File: config.mk
export PLATFORM = sky130hd
export DESIGN_NAME = cpu_update_timing
export DESIGN_NICKNAME = d
export VERILOG_FILES = /design/src/hw/cpu_pkg.sv /design/src/hw/cpu_update_timing.sv /design/src/hw/cpu_param_stage.sv
export SDC_FILE = /design/constraint.sdc
export NUM_CORES = 1
export LEC_CHECK = 0
export BUFFER_PORTS_ARGS = -buffer_cell sky130_fd_sc_hd__clkbuf_2
export CAP_MARGIN = 10
export CORE_MARGIN = 4
export CORE_UTILIZATION = 50
export DETAILED_ROUTE_END_ITERATION = 6
export HOLD_SLACK_MARGIN = 0.05
export PLACE_DENSITY = 0.76
export REMOVE_ABC_BUFFERS = 1
export SLEW_MARGIN = 20
export SYNTH_ARGS = -nofsm -noshare
export SYNTH_HDL_FRONTEND = slang
export SYNTH_SLANG_ARGS = --single-unit
export TNS_END_PERCENT = 5
File: constraint.sdc
create_clock -name mclk -period 2.51 [get_ports mclk]
set_input_delay 0.3765 -clock mclk [delete_from_list [all_inputs] [get_ports mclk]]
set_output_delay 0.3765 -clock mclk [all_outputs]
set_load 0.02 [all_outputs]
File: src/hw/cpu_pkg.sv
/*
 * package for the camera parameter update timing block: register address,
 * field positions, timing constants, state enums and carrier structs.
 * assumes a 125 mhz frame logic clock and a 32-bit register write port.
 */
package cpu_pkg;
    // clock and timeout
    localparam int unsigned CLK_PERIOD_NS = 8;
    localparam int unsigned UPD_TIMEOUT_S = 10;
    localparam longint unsigned UPD_TIMEOUT_CYC =
        (longint'(UPD_TIMEOUT_S) * 64'd1000000000) / CLK_PERIOD_NS;

    // register map
    localparam logic [31:0] UPD_TIMING_ADDR = 32'hF100_0570;
    localparam logic [31:0] LIST_BASE_ADDR = 32'hF100_0600;
    localparam int unsigned IN_PROGRESS_BIT = 25;
    localparam int unsigned MODE_BIT = 0;
    localparam logic [31:0] UPD_TIMING_RESET = 32'h0000_0000;

    // frame timing
    localparam int unsigned LIST_MAX = 64;
    localparam int unsigned STD_DELAY_FRAMES = 2;
    localparam int unsigned QCM_DELAY_FRAMES = 1;
    localparam logic [15:0] EXPOSE_DEFAULT = 16'h0100;
    localparam logic [15:0] READOUT_CYC = 16'h0400;
    localparam logic [31:0] SHUTTER_ADDR = 32'hF0F0_081C;

    typedef enum logic [1:0] {
        CPU_EXPOSE, CPU_READOUT, CPU_HALT
    } cpu_frame_state_t;

    typedef struct packed {
        logic [31:0] addr;
        logic [31:0] data;
    } cpu_entry_t;
endpackage

File: src/hw/cpu_update_timing.sv
/*
 * frame-synchronous parameter update controller with standard and quick
 * change timing, encapsulated begin/end updates and list updates.
 * assumes host writes arrive on mclk as single-cycle strobes.
 */
// Function
// standard mode keeps frames back to back
// standard shutter change lands two frames later
// newest pending value wins, older ones dropped
// quick mode aborts exposure, restarts with new; code restarts with the old live value, new one lands at next frame start
// quick mode shutter change lands next frame
// quick mode drops frame valid on abort
// encapsulated writes apply together on clear
// standard mode keeps old set while flag set
// quick mode halts while flag is set
// quick mode never sends partial image
// ten second timeout ends encapsulated update
// each begin write restarts the timeout
// flag lives in update timing register
// host orders begin, writes, end
// list accepts up to 64 entries
// standard list keeps old set until copied
// quick list finishes transfer, then re-exposes
// mode bit selects standard or quick timing
// entries are address then value, in order
module cpu_update_timing #(
    parameter longint unsigned TIMEOUT_CYC = cpu_pkg::UPD_TIMEOUT_CYC
) (
    // clock and reset
    input wire logic mclk,
    input wire logic srst,
    // register write port
    input wire logic wr_en,
    input wire logic [31:0] wr_addr,
    input wire logic [31:0] wr_data,
    // register read port
    input wire logic [31:0] rd_addr,
    output logic [31:0] rd_data,
    // parameter list block write
    input wire logic list_valid,
    input wire logic list_last,
    input wire cpu_pkg::cpu_entry_t list_entry,
    // frame outputs
    output logic frame_valid_out,
    output logic integrating,
    output logic [31:0] active_shutter,
    output logic update_in_progress_flag
);
    logic [31:0] ctrl_reg;
    logic quick_change_mode;
    logic [31:0] pend_reg;
    logic pend_valid_reg;
    logic [31:0] stage1;
    logic [31:0] live;
    logic stage1_load;
    logic live_load;
    logic [1:0] delay_reg;
    logic [63:0] tmo_reg;
    logic tmo_hit;
    logic [6:0] list_cnt_reg;
    logic list_busy_reg;
    logic abort_now;
    logic [15:0] cnt_reg;
    cpu_pkg::cpu_frame_state_t st_reg;
    logic frame_start;
    logic wr_ctrl;
    logic wr_shutter;

    assign quick_change_mode = ctrl_reg[cpu_pkg::MODE_BIT];
    assign wr_ctrl = wr_en && wr_addr == cpu_pkg::UPD_TIMING_ADDR;
    assign wr_shutter = wr_en && wr_addr == cpu_pkg::SHUTTER_ADDR;
    assign tmo_hit = ctrl_reg[cpu_pkg::IN_PROGRESS_BIT]
        && tmo_reg >= TIMEOUT_CYC - 64'd1;

    // control register, flag held in a field of it
    always_ff @(posedge mclk) begin
        if (srst) begin
            ctrl_reg <= cpu_pkg::UPD_TIMING_RESET;
        end else if (wr_ctrl) begin
            ctrl_reg <= wr_data;
        end else if (tmo_hit) begin
            ctrl_reg[cpu_pkg::IN_PROGRESS_BIT] <= 1'b0;
        end
    end

    // timeout counter, restarted by every begin write
    always_ff @(posedge mclk) begin
        if (srst) begin
            tmo_reg <= 64'd0;
        end else if (wr_ctrl && wr_data[cpu_pkg::IN_PROGRESS_BIT]) begin
            tmo_reg <= 64'd0;
        end else if (ctrl_reg[cpu_pkg::IN_PROGRESS_BIT]) begin
            tmo_reg <= tmo_reg + 64'd1;
        end
    end

    // list intake: up to 64 address/value entries, applied in order
    always_ff @(posedge mclk) begin
        if (srst) begin
            list_cnt_reg <= 7'd0;
            list_busy_reg <= 1'b0;
        end else if (list_valid) begin
            list_busy_reg <= !list_last;
            if (list_last) begin
                list_cnt_reg <= 7'd0;
            end else if (list_cnt_reg != 7'(cpu_pkg::LIST_MAX)) begin
                list_cnt_reg <= list_cnt_reg + 7'd1;
            end
        end else if (!list_busy_reg) begin
            list_cnt_reg <= 7'd0;
        end
    end

    // pending value: newest write overwrites older ones
    always_ff @(posedge mclk) begin
        if (srst) begin
            pend_reg <= {16'h0000, cpu_pkg::EXPOSE_DEFAULT};
            pend_valid_reg <= 1'b0;
        end else if (wr_shutter) begin
            pend_reg <= wr_data;
            pend_valid_reg <= 1'b1;
        end else if (list_valid && list_entry.addr == cpu_pkg::SHUTTER_ADDR
            && list_cnt_reg < 7'(cpu_pkg::LIST_MAX)) begin
            pend_reg <= list_entry.data;
            pend_valid_reg <= 1'b1;
        end else if (stage1_load) begin
            pend_valid_reg <= 1'b0;
        end
    end

    // release of pending set: held back during update or list
    assign stage1_load = pend_valid_reg && !wr_shutter
        && !ctrl_reg[cpu_pkg::IN_PROGRESS_BIT]
        && !list_busy_reg && !list_valid
        && (quick_change_mode ? 1'b1 : frame_start);

    // abort in quick mode on shutter, list or control write during exposure
    assign abort_now = quick_change_mode && st_reg == cpu_pkg::CPU_EXPOSE
        && (wr_shutter || list_valid || wr_ctrl);

    // delay line to frame logic
    always_ff @(posedge mclk) begin
        if (srst) begin
            delay_reg <= 2'd0;
        end else if (stage1_load) begin
            delay_reg <= quick_change_mode
                ? 2'(cpu_pkg::QCM_DELAY_FRAMES)
                : 2'(cpu_pkg::STD_DELAY_FRAMES);
        end else if (frame_start && delay_reg != 2'd0) begin
            delay_reg <= delay_reg - 2'd1;
        end
    end

    assign live_load = frame_start && delay_reg == 2'd1;

    cpu_param_stage u_stage1 (
        .mclk(mclk),
        .srst(srst),
        .load(stage1_load),
        .din(pend_reg),
        .dout(stage1)
    );

    cpu_param_stage u_live (
        .mclk(mclk),
        .srst(srst),
        .load(live_load),
        .din(stage1),
        .dout(live)
    );

    // frame sequencer: expose then read out, no gap in standard mode
    assign frame_start = st_reg == cpu_pkg::CPU_READOUT
        && cnt_reg == cpu_pkg::READOUT_CYC - 16'd1;
    always_ff @(posedge mclk) begin
        if (srst) begin
            st_reg <= cpu_pkg::CPU_EXPOSE;
            cnt_reg <= 16'd0;
        end else begin
            case (st_reg)
                cpu_pkg::CPU_EXPOSE: begin
                    if (quick_change_mode
                        && ctrl_reg[cpu_pkg::IN_PROGRESS_BIT]) begin
                        st_reg <= cpu_pkg::CPU_HALT;
                        cnt_reg <= 16'd0;
                    end else if (abort_now) begin
                        cnt_reg <= 16'd0;
                    end else if (cnt_reg >= live[15:0]) begin
                        st_reg <= cpu_pkg::CPU_READOUT;
                        cnt_reg <= 16'd0;
                    end else begin
                        cnt_reg <= cnt_reg + 16'd1;
                    end
                end
                cpu_pkg::CPU_READOUT: begin
                    // a running transfer always completes
                    if (frame_start) begin
                        st_reg <= cpu_pkg::CPU_EXPOSE;
                        cnt_reg <= 16'd0;
                    end else begin
                        cnt_reg <= cnt_reg + 16'd1;
                    end
                end
                cpu_pkg::CPU_HALT: begin
                    if (!ctrl_reg[cpu_pkg::IN_PROGRESS_BIT]
                        && !list_busy_reg) begin
                        st_reg <= cpu_pkg::CPU_EXPOSE;
                    end
                    cnt_reg <= 16'd0;
                end
                default: begin
                    st_reg <= cpu_pkg::CPU_EXPOSE;
                    cnt_reg <= 16'd0;
                end
            endcase
        end
    end

    // registered outputs
    always_ff @(posedge mclk) begin
        if (srst) begin
            frame_valid_out <= 1'b0;
            integrating <= 1'b0;
            active_shutter <= {16'h0000, cpu_pkg::EXPOSE_DEFAULT};
            update_in_progress_flag <= 1'b0;
        end else begin
            frame_valid_out <= st_reg == cpu_pkg::CPU_READOUT;
            integrating <= st_reg == cpu_pkg::CPU_EXPOSE;
            active_shutter <= live;
            update_in_progress_flag <= ctrl_reg[cpu_pkg::IN_PROGRESS_BIT];
        end
    end

    // register read
    always_ff @(posedge mclk) begin
        if (srst) begin
            rd_data <= 32'h0000_0000;
        end else if (rd_addr == cpu_pkg::UPD_TIMING_ADDR) begin
            rd_data <= ctrl_reg;
        end else if (rd_addr == cpu_pkg::SHUTTER_ADDR) begin
            rd_data <= live;
        end else begin
            rd_data <= 32'h0000_0000;
        end
    end
endmodule

File: src/hw/cpu_param_stage.sv
/*
 * one parameter stage: holds a value and loads it on a strobe.
 * assumes the loading strobe is synchronous to mclk.
 */
module cpu_param_stage (
    // clock and reset
    input wire logic mclk,
    input wire logic srst,
    // load path
    input wire logic load,
    input wire logic [31:0] din,
    // stored value
    output logic [31:0] dout
);
    // reset value is the default shutter
    always_ff @(posedge mclk) begin
        if (srst) begin
            dout <= {16'h0000, cpu_pkg::EXPOSE_DEFAULT};
        end else if (load) begin
            dout <= din;
        end
    end
endmodule

Yosys cells after proc, flatten, opt, wreduce, memory -nomap -nowiden
Cells that the tools add are included.

$add $sub $neg: 4. Magnitude comparators: 3. Equal/unequal tests: 16. Muxes and demuxes: 28. Reductions and logical operators: 34.

Operators with widths (number): $eq 32x32->1 const B (5); $mux 32 (4); $add 64x1->64 const B (1); $ge 64x31->1 const B (1); $mux 16 (4); $pmux 16 s2 (1); $mux 7 (4); $logic_and 1x1->1 (18); $add 16x1->16 const B (1); $eq 16x10->1 const B (1); $ge 16x16->1 (1); $mux 2 (8); $reduce_bool 2->1 (4); $add 7x1->7 const B (1); $lt 7x7->1 const B (1); $ne 7x7->1 const B (1); $mux 1 (6); $ne 2x2->1 const B (3); $ne 3x1->1 const B (2); $pmux 2 s3 (1); $logic_not 1->1 (5); $eq 2x1->1 const B (2); $reduce_and 4->1 (1); $ne 3x2->1 const B (1); other kinds (7) (8).

Register bits: 288. Input port bits: 165. Output and inout bits: 67.

Longest topological paths before layout
Gate-level depths: netlist (run 1).

Depth in word-level cells: 11. Depth in mapped cells: 9. Mapped depth without buffers: 8.

By module
Synthesis (run 1) repeated with hierarchy kept, for this count alone.

Cells, all modules: 1344. Area total of the unflattened synthesis: 12276.8 um^2.

Modules (own cells, without submodules): cpu_update_timing (instances 1, cells an instance 1138, area an instance 9944.5 um^2, seq. area each 4484.3 um^2); cpu_param_stage (instances 2, cells an instance 103, area an instance 1166.1 um^2, seq. area each 640.6 um^2).

Worst setup path after synthesis (run 1)
No wires, ideal clock.

Path type: register to register. Start: reg u_live.dout[11]. End: reg cnt_reg[10]. Arrival time: 2.444 ns. Path slack: 0.001 ns. Cell stages (with the launch flop): 10. Period minus slack after synthesis: 2.509 ns. Cell sequence: dfxtp_1 inv_1 ha_1 a211o_1 a31oi_1 o311ai_0 a2111oi_0 o211ai_1 clkbuf_1 nor2_1.

Longest elaborated chain between the ends: 5.

Ends and longest elaborated chain: from (decl) (line cpu_param_stage.sv:13) `output logic [31:0] dout`; from (signal assigned) (line cpu_param_stage.sv:18) `dout <= {16'h0000, cpu_pkg::EXPOSE_DEFAULT};`; from (signal assigned) (line cpu_param_stage.sv:20) `dout <= din;`; $ge 16x16->1 (line cpu_update_timing.sv:188) `end else if (cnt_reg >= live[15:0]) begin`; $mux 16 (line cpu_update_timing.sv:188); $mux 16 (line cpu_update_timing.sv:186) `end else if (abort_now) begin`; $mux 16 (line cpu_update_timing.sv:182) `if (quick_change_mode`; $pmux 16 s2 (line cpu_update_timing.sv:180) `case (st_reg)`; to (signal assigned) (line cpu_update_timing.sv:192) `cnt_reg <= cnt_reg + 16'd1;`; to (signal assigned) (line cpu_update_timing.sv:201) `cnt_reg <= cnt_reg + 16'd1;`; to (decl) (line cpu_update_timing.sv:63) `logic [15:0] cnt_reg;`.

Every way passes these cells. A chain may end at the register's enable or synchronous reset.

Final worst setup path (run 1)
Start: reg u_live.dout[6]. End: reg cnt_reg[2].

Same word-level chain as after synthesis.

==> results of run 1 <==
==> power by group <==
part	leakage, nW	switching, mW	total, mW	internal [mW]
registers	2.32	0.0128	4.60	4.59
clock network	0.491	1.82	4.33	2.52
logic	2.86	0.195	0.389	0.194
total	5.67	2.03	9.32	7.30
==> cell families after synthesis <==
logic type                 Yosys count  synth area share (%)
muxes                               33                  2.79
buffers and inverters              107                  3.53
and+or+nand+nor                    650                  25.8
xor gates and xnor gates            73                  5.41
AOI/OAI and AO/OA                  217                  11.4
adders and majority gates           22                  2.33
DFF                                288                  48.8
==> placed cells by master, fill, tap and decap left out, types with 4 or more instances in the layout <==
cell and instances:
xor2_1 44, nor2_1 196, a21oi_1 109, nand2_1 241, nor2b_1 17, nand2b_1 5
dlygate4sd3_1 17, or3_1 11, xnor2_1 29, nand4_1 38, dfxtp_1 284, inv_1 29
a22oi_1 31, clkbuf_1 5, buf_12 15, clkbuf_2 230, and4_1 8, clkinv_2 10
clkbuf_16 30, and4b_1 5, mux2i_1 33, clkbuf_8 7, buf_4 39, nand3_1 30
o21ai_0 16, nor4b_1 11, or4_1 5, dfxtp_2 4, and3_1 9, nor3_1 24
a21o_1 4, or2_2 5, a211oi_1 34, nor4_1 21, ha_1 22
==> stage by stage <==
stage	hold slack, ns	utilization (%)	std cells	setup slack (ns)	total power, mW
after CTS	0.0512	63.4	1988	0.000272	9.37
after global routing	0.0610	63.5	1992	0.0179	9.62
final	0.0696	63.5	1992	0.106	9.32
after floorplan	0.421	-	1312	-0.998	4.79
after global placement	0.437	58.5	1915	0.0209	5.05
after detailed placement	0.443	58.5	1915	-0.0585	5.06
==> worst paths after layout <==
check                                               startpoint                      endpoint  slack (ns)  depth (start not counted)
worst max-delay path               u_live.dout[6]$_SDFFE_PP0P_         cnt_reg[2]$_SDFF_PP0_        0.11                         10
worst min-delay path                                wr_data[1]      ctrl_reg[1]$_SDFFE_PP0P_        0.07                          3
worst max register to register     u_live.dout[6]$_SDFFE_PP0P_         cnt_reg[2]$_SDFF_PP0_        0.11                         10
worst min register to register  u_stage1.dout[20]$_SDFFE_PP0P_  u_live.dout[20]$_SDFFE_PP0P_        0.44                          2
==> layout make-up <==
| type | instances | share of cell area (%) |
|---|---|---|
| diodes | 3 | 0.0505 |
| clock buffers | 42 | 5.82 |
| clock inverters | 14 | 0.841 |
| inverters | 29 | 0.732 |
| multi-input cells | 995 | 38.1 |
| flip-flops and latches | 288 | 38.8 |
| well taps | 319 | 2.68 |
| repair buffers | 302 | 13.0 |
==> worst max-delay path, cell delays in order (launching register included) <==
cell and delay [ns]:
dfxtp_2 0.37, inv_1 0.07, ha_1 0.32, and3_1 0.19, o21ai_0 0.23, o311ai_1 0.17, a2111oi_0 0.40, buf_4 0.18
o211ai_1 0.12, buf_12 0.19, nor2_1 0.11
==> routing by layer <==
| metal | wire (um) | up-vias | track usage, % |
|---|---|---|---|
| li1 | - | 5303 | - |
| met1 | 13200 | 4982 | 29.3 |
| met2 | 15000 | 383 | 39.7 |
| met3 | 2340 | 71 | 3.70 |
| met4 | 1030 | 2 | 8.96 |
| met5 | 13 | - | 0 |
==> repair_timing <==
item / in CTS / in global routing
hold endpoints to repair: 17 / 0
endpoints found under the setup margin: 0 / 41
hold buffers: 17 / 0
buffers inserted: 0 / 1
gates resized for setup: 0 / 6
==> impl_metrics.json, run 1 <==
{
  "regArea_sq_um": 5770,
  "drt-initial-drc-count": 654,
  "grt_pass1_vias": 10351,
  "avgSynthCellArea_sq_um": 8.51,
  "endpoint_kind": "register",
  "synthDistinctLibCells": 58,
  "synth_cells": 1390,
  "status": "finished, final reports clean",
  "post-route-drc-count": 0,
  "port_buffers": 231,
  "synth_area_leaders": "dfxtp_1 (49%), nand2_1 (7.6%), nor2_1 (6.2%)",
  "insertion_delay_ns": 0.56,
  "grt_usage_pct": 23.1,
  "vias": 10741,
  "crit_fanout": 16,
  "rsz0062_at_grt": "no",
  "wl_per_cell_um": 15.9,
  "synth_ff_type": "dfxtp_1",
  "syn_area_sq_um": 11800,
  "final.min_clock_period_ns": 2.40,
  "period_share_pct": 95.8,
  "num_rows": 56,
  "largest_reg_flops": 64,
  "netlist.area_leader.share_pct": 48.8,
  "core_region_area_sq_um": 23400,
  "htreeDepth": 1,
  "setup_violations": 0,
  "leakagePower_nw": 5.67,
  "multiInputGateArea_sq_um": 5670,
  "die_y_um": 162,
  "synth-seq-cells": 288,
  "die_area_sq_um": 26200,
  "power_density_nw_per_um2": 627,
  "fin_skew_ns": 0.0264,
  "max_slew.worst_pin.slew_ns": 0.531,
  "max-cap-violations": 0,
  "grt_overflow_total": 0,
  "timing.fmax_mhz": 416,
  "synth_top_area_cell": "dfxtp_1",
  "gp_congestion": 0.880,
  "fin_area_sq_um": 14900,
  "finalHoldViolCount": 0,
  "antenna_found_initial": 4,
  "numCtsBuffers": 30,
  "cts_root_buf": "clkbuf_16",
  "relSlewSlack_pct": 64.3,
  "drive_gt1_share_pct": 21.4,
  "min_path_type": "input pin to register",
  "initial_utilization_pct": 50.5,
  "cp-start-kind": "register",
  "required_ns": 3.01,
  "synth.most_common_cell": "dfxtp_1",
  "critical_path_arrival_ns": 2.90,
  "vias_per_cell": 5.39,
  "drt-pass1-iter-count": 5,
  "die_w_um": 162,
  "tns_ns": 0,
  "path_class": "register to register",
  "clockBufferDepth": 3,
  "postRouteAntennaNets": 0,
  "cts_tree": "yes",
  "grt_max_degree": 74,
  "synth-seq-area-share_pct": 48.8,
  "placedInstanceArea_sq_um": 13700,
  "routed_wl_um": 31600,
  "grt_pass1_wl_um": 50600,
  "clk_pin_slew_ns": 0.06,
  "finalNetCount": 1833,
  "synth-edff-count": 0,
  "drv_slew": 0,
  "fillers": 1992,
  "yosys_warnings": 0,
  "syn2layout_area_growth_pct": 25.7,
  "ioPinCount": 232,
  "synthArstFlopShare_pct": 0,
  "irDropWorstVdd_mv": 0.573,
  "dp.final_hpwl_um": 21900,
  "clock_sinks": 288,
  "synth_common_cells": "dfxtp_1 (288), nand2_1 (241), nor2_1 (196)"
}
Power figures use the tool's default switching activity.
==> run 2: changes to the inputs <==
--- a/config.mk
+++ b/config.mk
@@ -9,6 +9,7 @@
 export CAP_MARGIN = 10
 export CORE_MARGIN = 4
 export CORE_UTILIZATION = 50
+export CTS_BUF_LIST = sky130_fd_sc_hd__clkbuf_16
 export DETAILED_ROUTE_END_ITERATION = 6
 export HOLD_SLACK_MARGIN = 0.05
 export PLACE_DENSITY = 0.76
==> impl_metrics.json, run 2 (synthesis gave the netlist of run 1 again) <==
{
  "min_path_type": "input pin to register",
  "critical_path_arrival_ns": 2.89,
  "fin_skew_ns": 0.0260,
  "routed_wl_um": 31600,
  "vias": 10813,
  "vias_per_cell": 5.43,
  "cts_tree": "yes",
  "grt_usage_pct": 23.0,
  "required_ns": 3.01,
  "drt-pass1-iter-count": 5,
  "num_rows": 56,
  "endpoint_kind": "register",
  "drt-initial-drc-count": 661,
  "grt_max_degree": 74,
  "relSlewSlack_pct": 59.8,
  "grt_pass1_vias": 10363,
  "power_density_nw_per_um2": 614,
  "worst-path-buf-inv": 3,
  "crit_fanout": 16,
  "timing.fmax_mhz": 417,
  "max_slew.worst_pin.slew_ns": 0.598,
  "period_share_pct": 95.6,
  "grt_pass1_wl_um": 50400,
  "final.min_clock_period_ns": 2.40,
  "post-route-drc-count": 0,
  "finalHoldViolCount": 0,
  "clockBufferDepth": 3,
  "postRouteAntennaNets": 0,
  "clk_pin_slew_ns": 0.06,
  "postLayoutCoreUtil_pct": 63.2,
  "crit_chain": "inv_1 -> ha_1 -> and3_1 -> o21ai_0 -> o311ai_1 -> a2111oi_0 -> buf_4 -> o211ai_1 -> buf_12 -> nor2_1",
  "antenna_found_initial": 4,
  "ioPinCount": 232,
  "max-cap-violations": 0,
  "drive_gt1_share_pct": 21.0,
  "final_cells": 1992,
  "placedInstanceArea_sq_um": 13700,
  "layout_common_cells": "dfxtp_1 (284), nand2_1 (241), clkbuf_2 (230)",
  "htreeDepth": 1,
  "placedCellCount": 1915,
  "fin_area_sq_um": 14800,
  "core_region_area_sq_um": 23400,
  "drv_slew": 0,
  "insertion_delay_ns": 0.57,
  "crit_slowest_cell": "a2111oi_0",
  "gp_congestion": 0.880,
  "numCtsBuffers": 30,
  "die_y_um": 162,
  "status": "finished, final reports clean",
  "clock_sinks": 288,
  "cp-start-kind": "register",
  "critPathTopFamily": "compound AO/OA/AOI/OAI gates",
  "irDropWorstVdd_mv": 0.563,
  "cts_root_buf": "clkbuf_16",
  "rsz0062_at_grt": "no",
  "finalNetCount": 1833,
  "cpPeakStageDelay_ns": 0.40,
  "path_class": "register to register",
  "leakagePower_nw": 5.66,
  "dp.final_hpwl_um": 21900,
  "die_w_um": 162,
  "wl_per_cell_um": 15.9,
  "largest_reg_flops": 64,
  "syn2layout_area_growth_pct": 25.1,
  "fillers": 2005,
  "setup_violations": 0,
  "port_buffers": 231,
  "die_area_sq_um": 26200,
  "initial_utilization_pct": 50.5,
  "layout_commonest_cell": "dfxtp_1",
  "grt_overflow_total": 0
}
run 2: cell count changes in the layout (fill, tap and decap cells not counted), sizes merged:
cell,previous run,this run
clkbuf,272,260
clkinv,11,18
inv,29,34
run 2: report_power, final:
group,internal [mW],switching [mW]
Clock,2.28,1.82
Combinational,0.194,0.194
Sequential,4.59,0.0127
run 2: final timing paths:
| kind | from | slack [ns] | endpoint | depth (start not counted) |
|---|---|---|---|---|
| max | u_live.dout[6]$_SDFFE_PP0P_ | 0.11 | cnt_reg[2]$_SDFF_PP0_ | 10 |
| min | wr_data[1] | 0.07 | ctrl_reg[1]$_SDFFE_PP0P_ | 3 |
| max reg2reg | u_live.dout[6]$_SDFFE_PP0P_ | 0.11 | cnt_reg[2]$_SDFF_PP0_ | 10 |
| min reg2reg | u_stage1.dout[20]$_SDFFE_PP0P_ | 0.44 | u_live.dout[20]$_SDFFE_PP0P_ | 2 |
run 2: what timing repair did:
action,4_1_cts,5_1_grt
setup buffers,0,1
setup endpoints to repair,0,42
hold buffers,17,0
resized for setup,0,6
hold endpoints to repair,17,0
run 2: worst min-delay path, cell delays in order:
cell and delay (ns):
clkbuf_2 0.10, nand2_1 0.06, a21oi_1 0.05
run 2: layout make-up:
cell class | count | area [sq um] | share of cell area, %
tap | 319 | 399 | 2.70
clock buffer | 30 | 751 | 5.07
multi-input combinational | 995 | 5670 | 38.3
antenna | 3 | 7.51 | 0.0507
inverter | 29 | 109 | 0.736
sequential | 288 | 5770 | 39.0
clock inverter | 26 | 170 | 1.15
timing repair buffer | 302 | 1930 | 13.0
run 2: metal layers:
metal	vias up	GRT usage (%)	wire length, um
li1	5302	-	-
met1	5050	29.1	13500
met2	374	39.4	14900
met3	85	3.76	2080
met4	2	9.50	1180
met5	-	0	13
run 2: metrics by stage:
stage	setup TNS, ns	power, mW	hold WS, ns	setup WS, ns
6_report	0	9.09	0.0711	0.112
5_1_grt	0	9.39	0.0609	0.0157
3_3_place_gp	0	5.05	0.437	0.0209
2_1_floorplan	-80.91	4.79	0.421	-0.998
4_1_cts	0	9.13	0.0528	0.000272
3_5_place_dp	-0.233	5.06	0.443	-0.0585
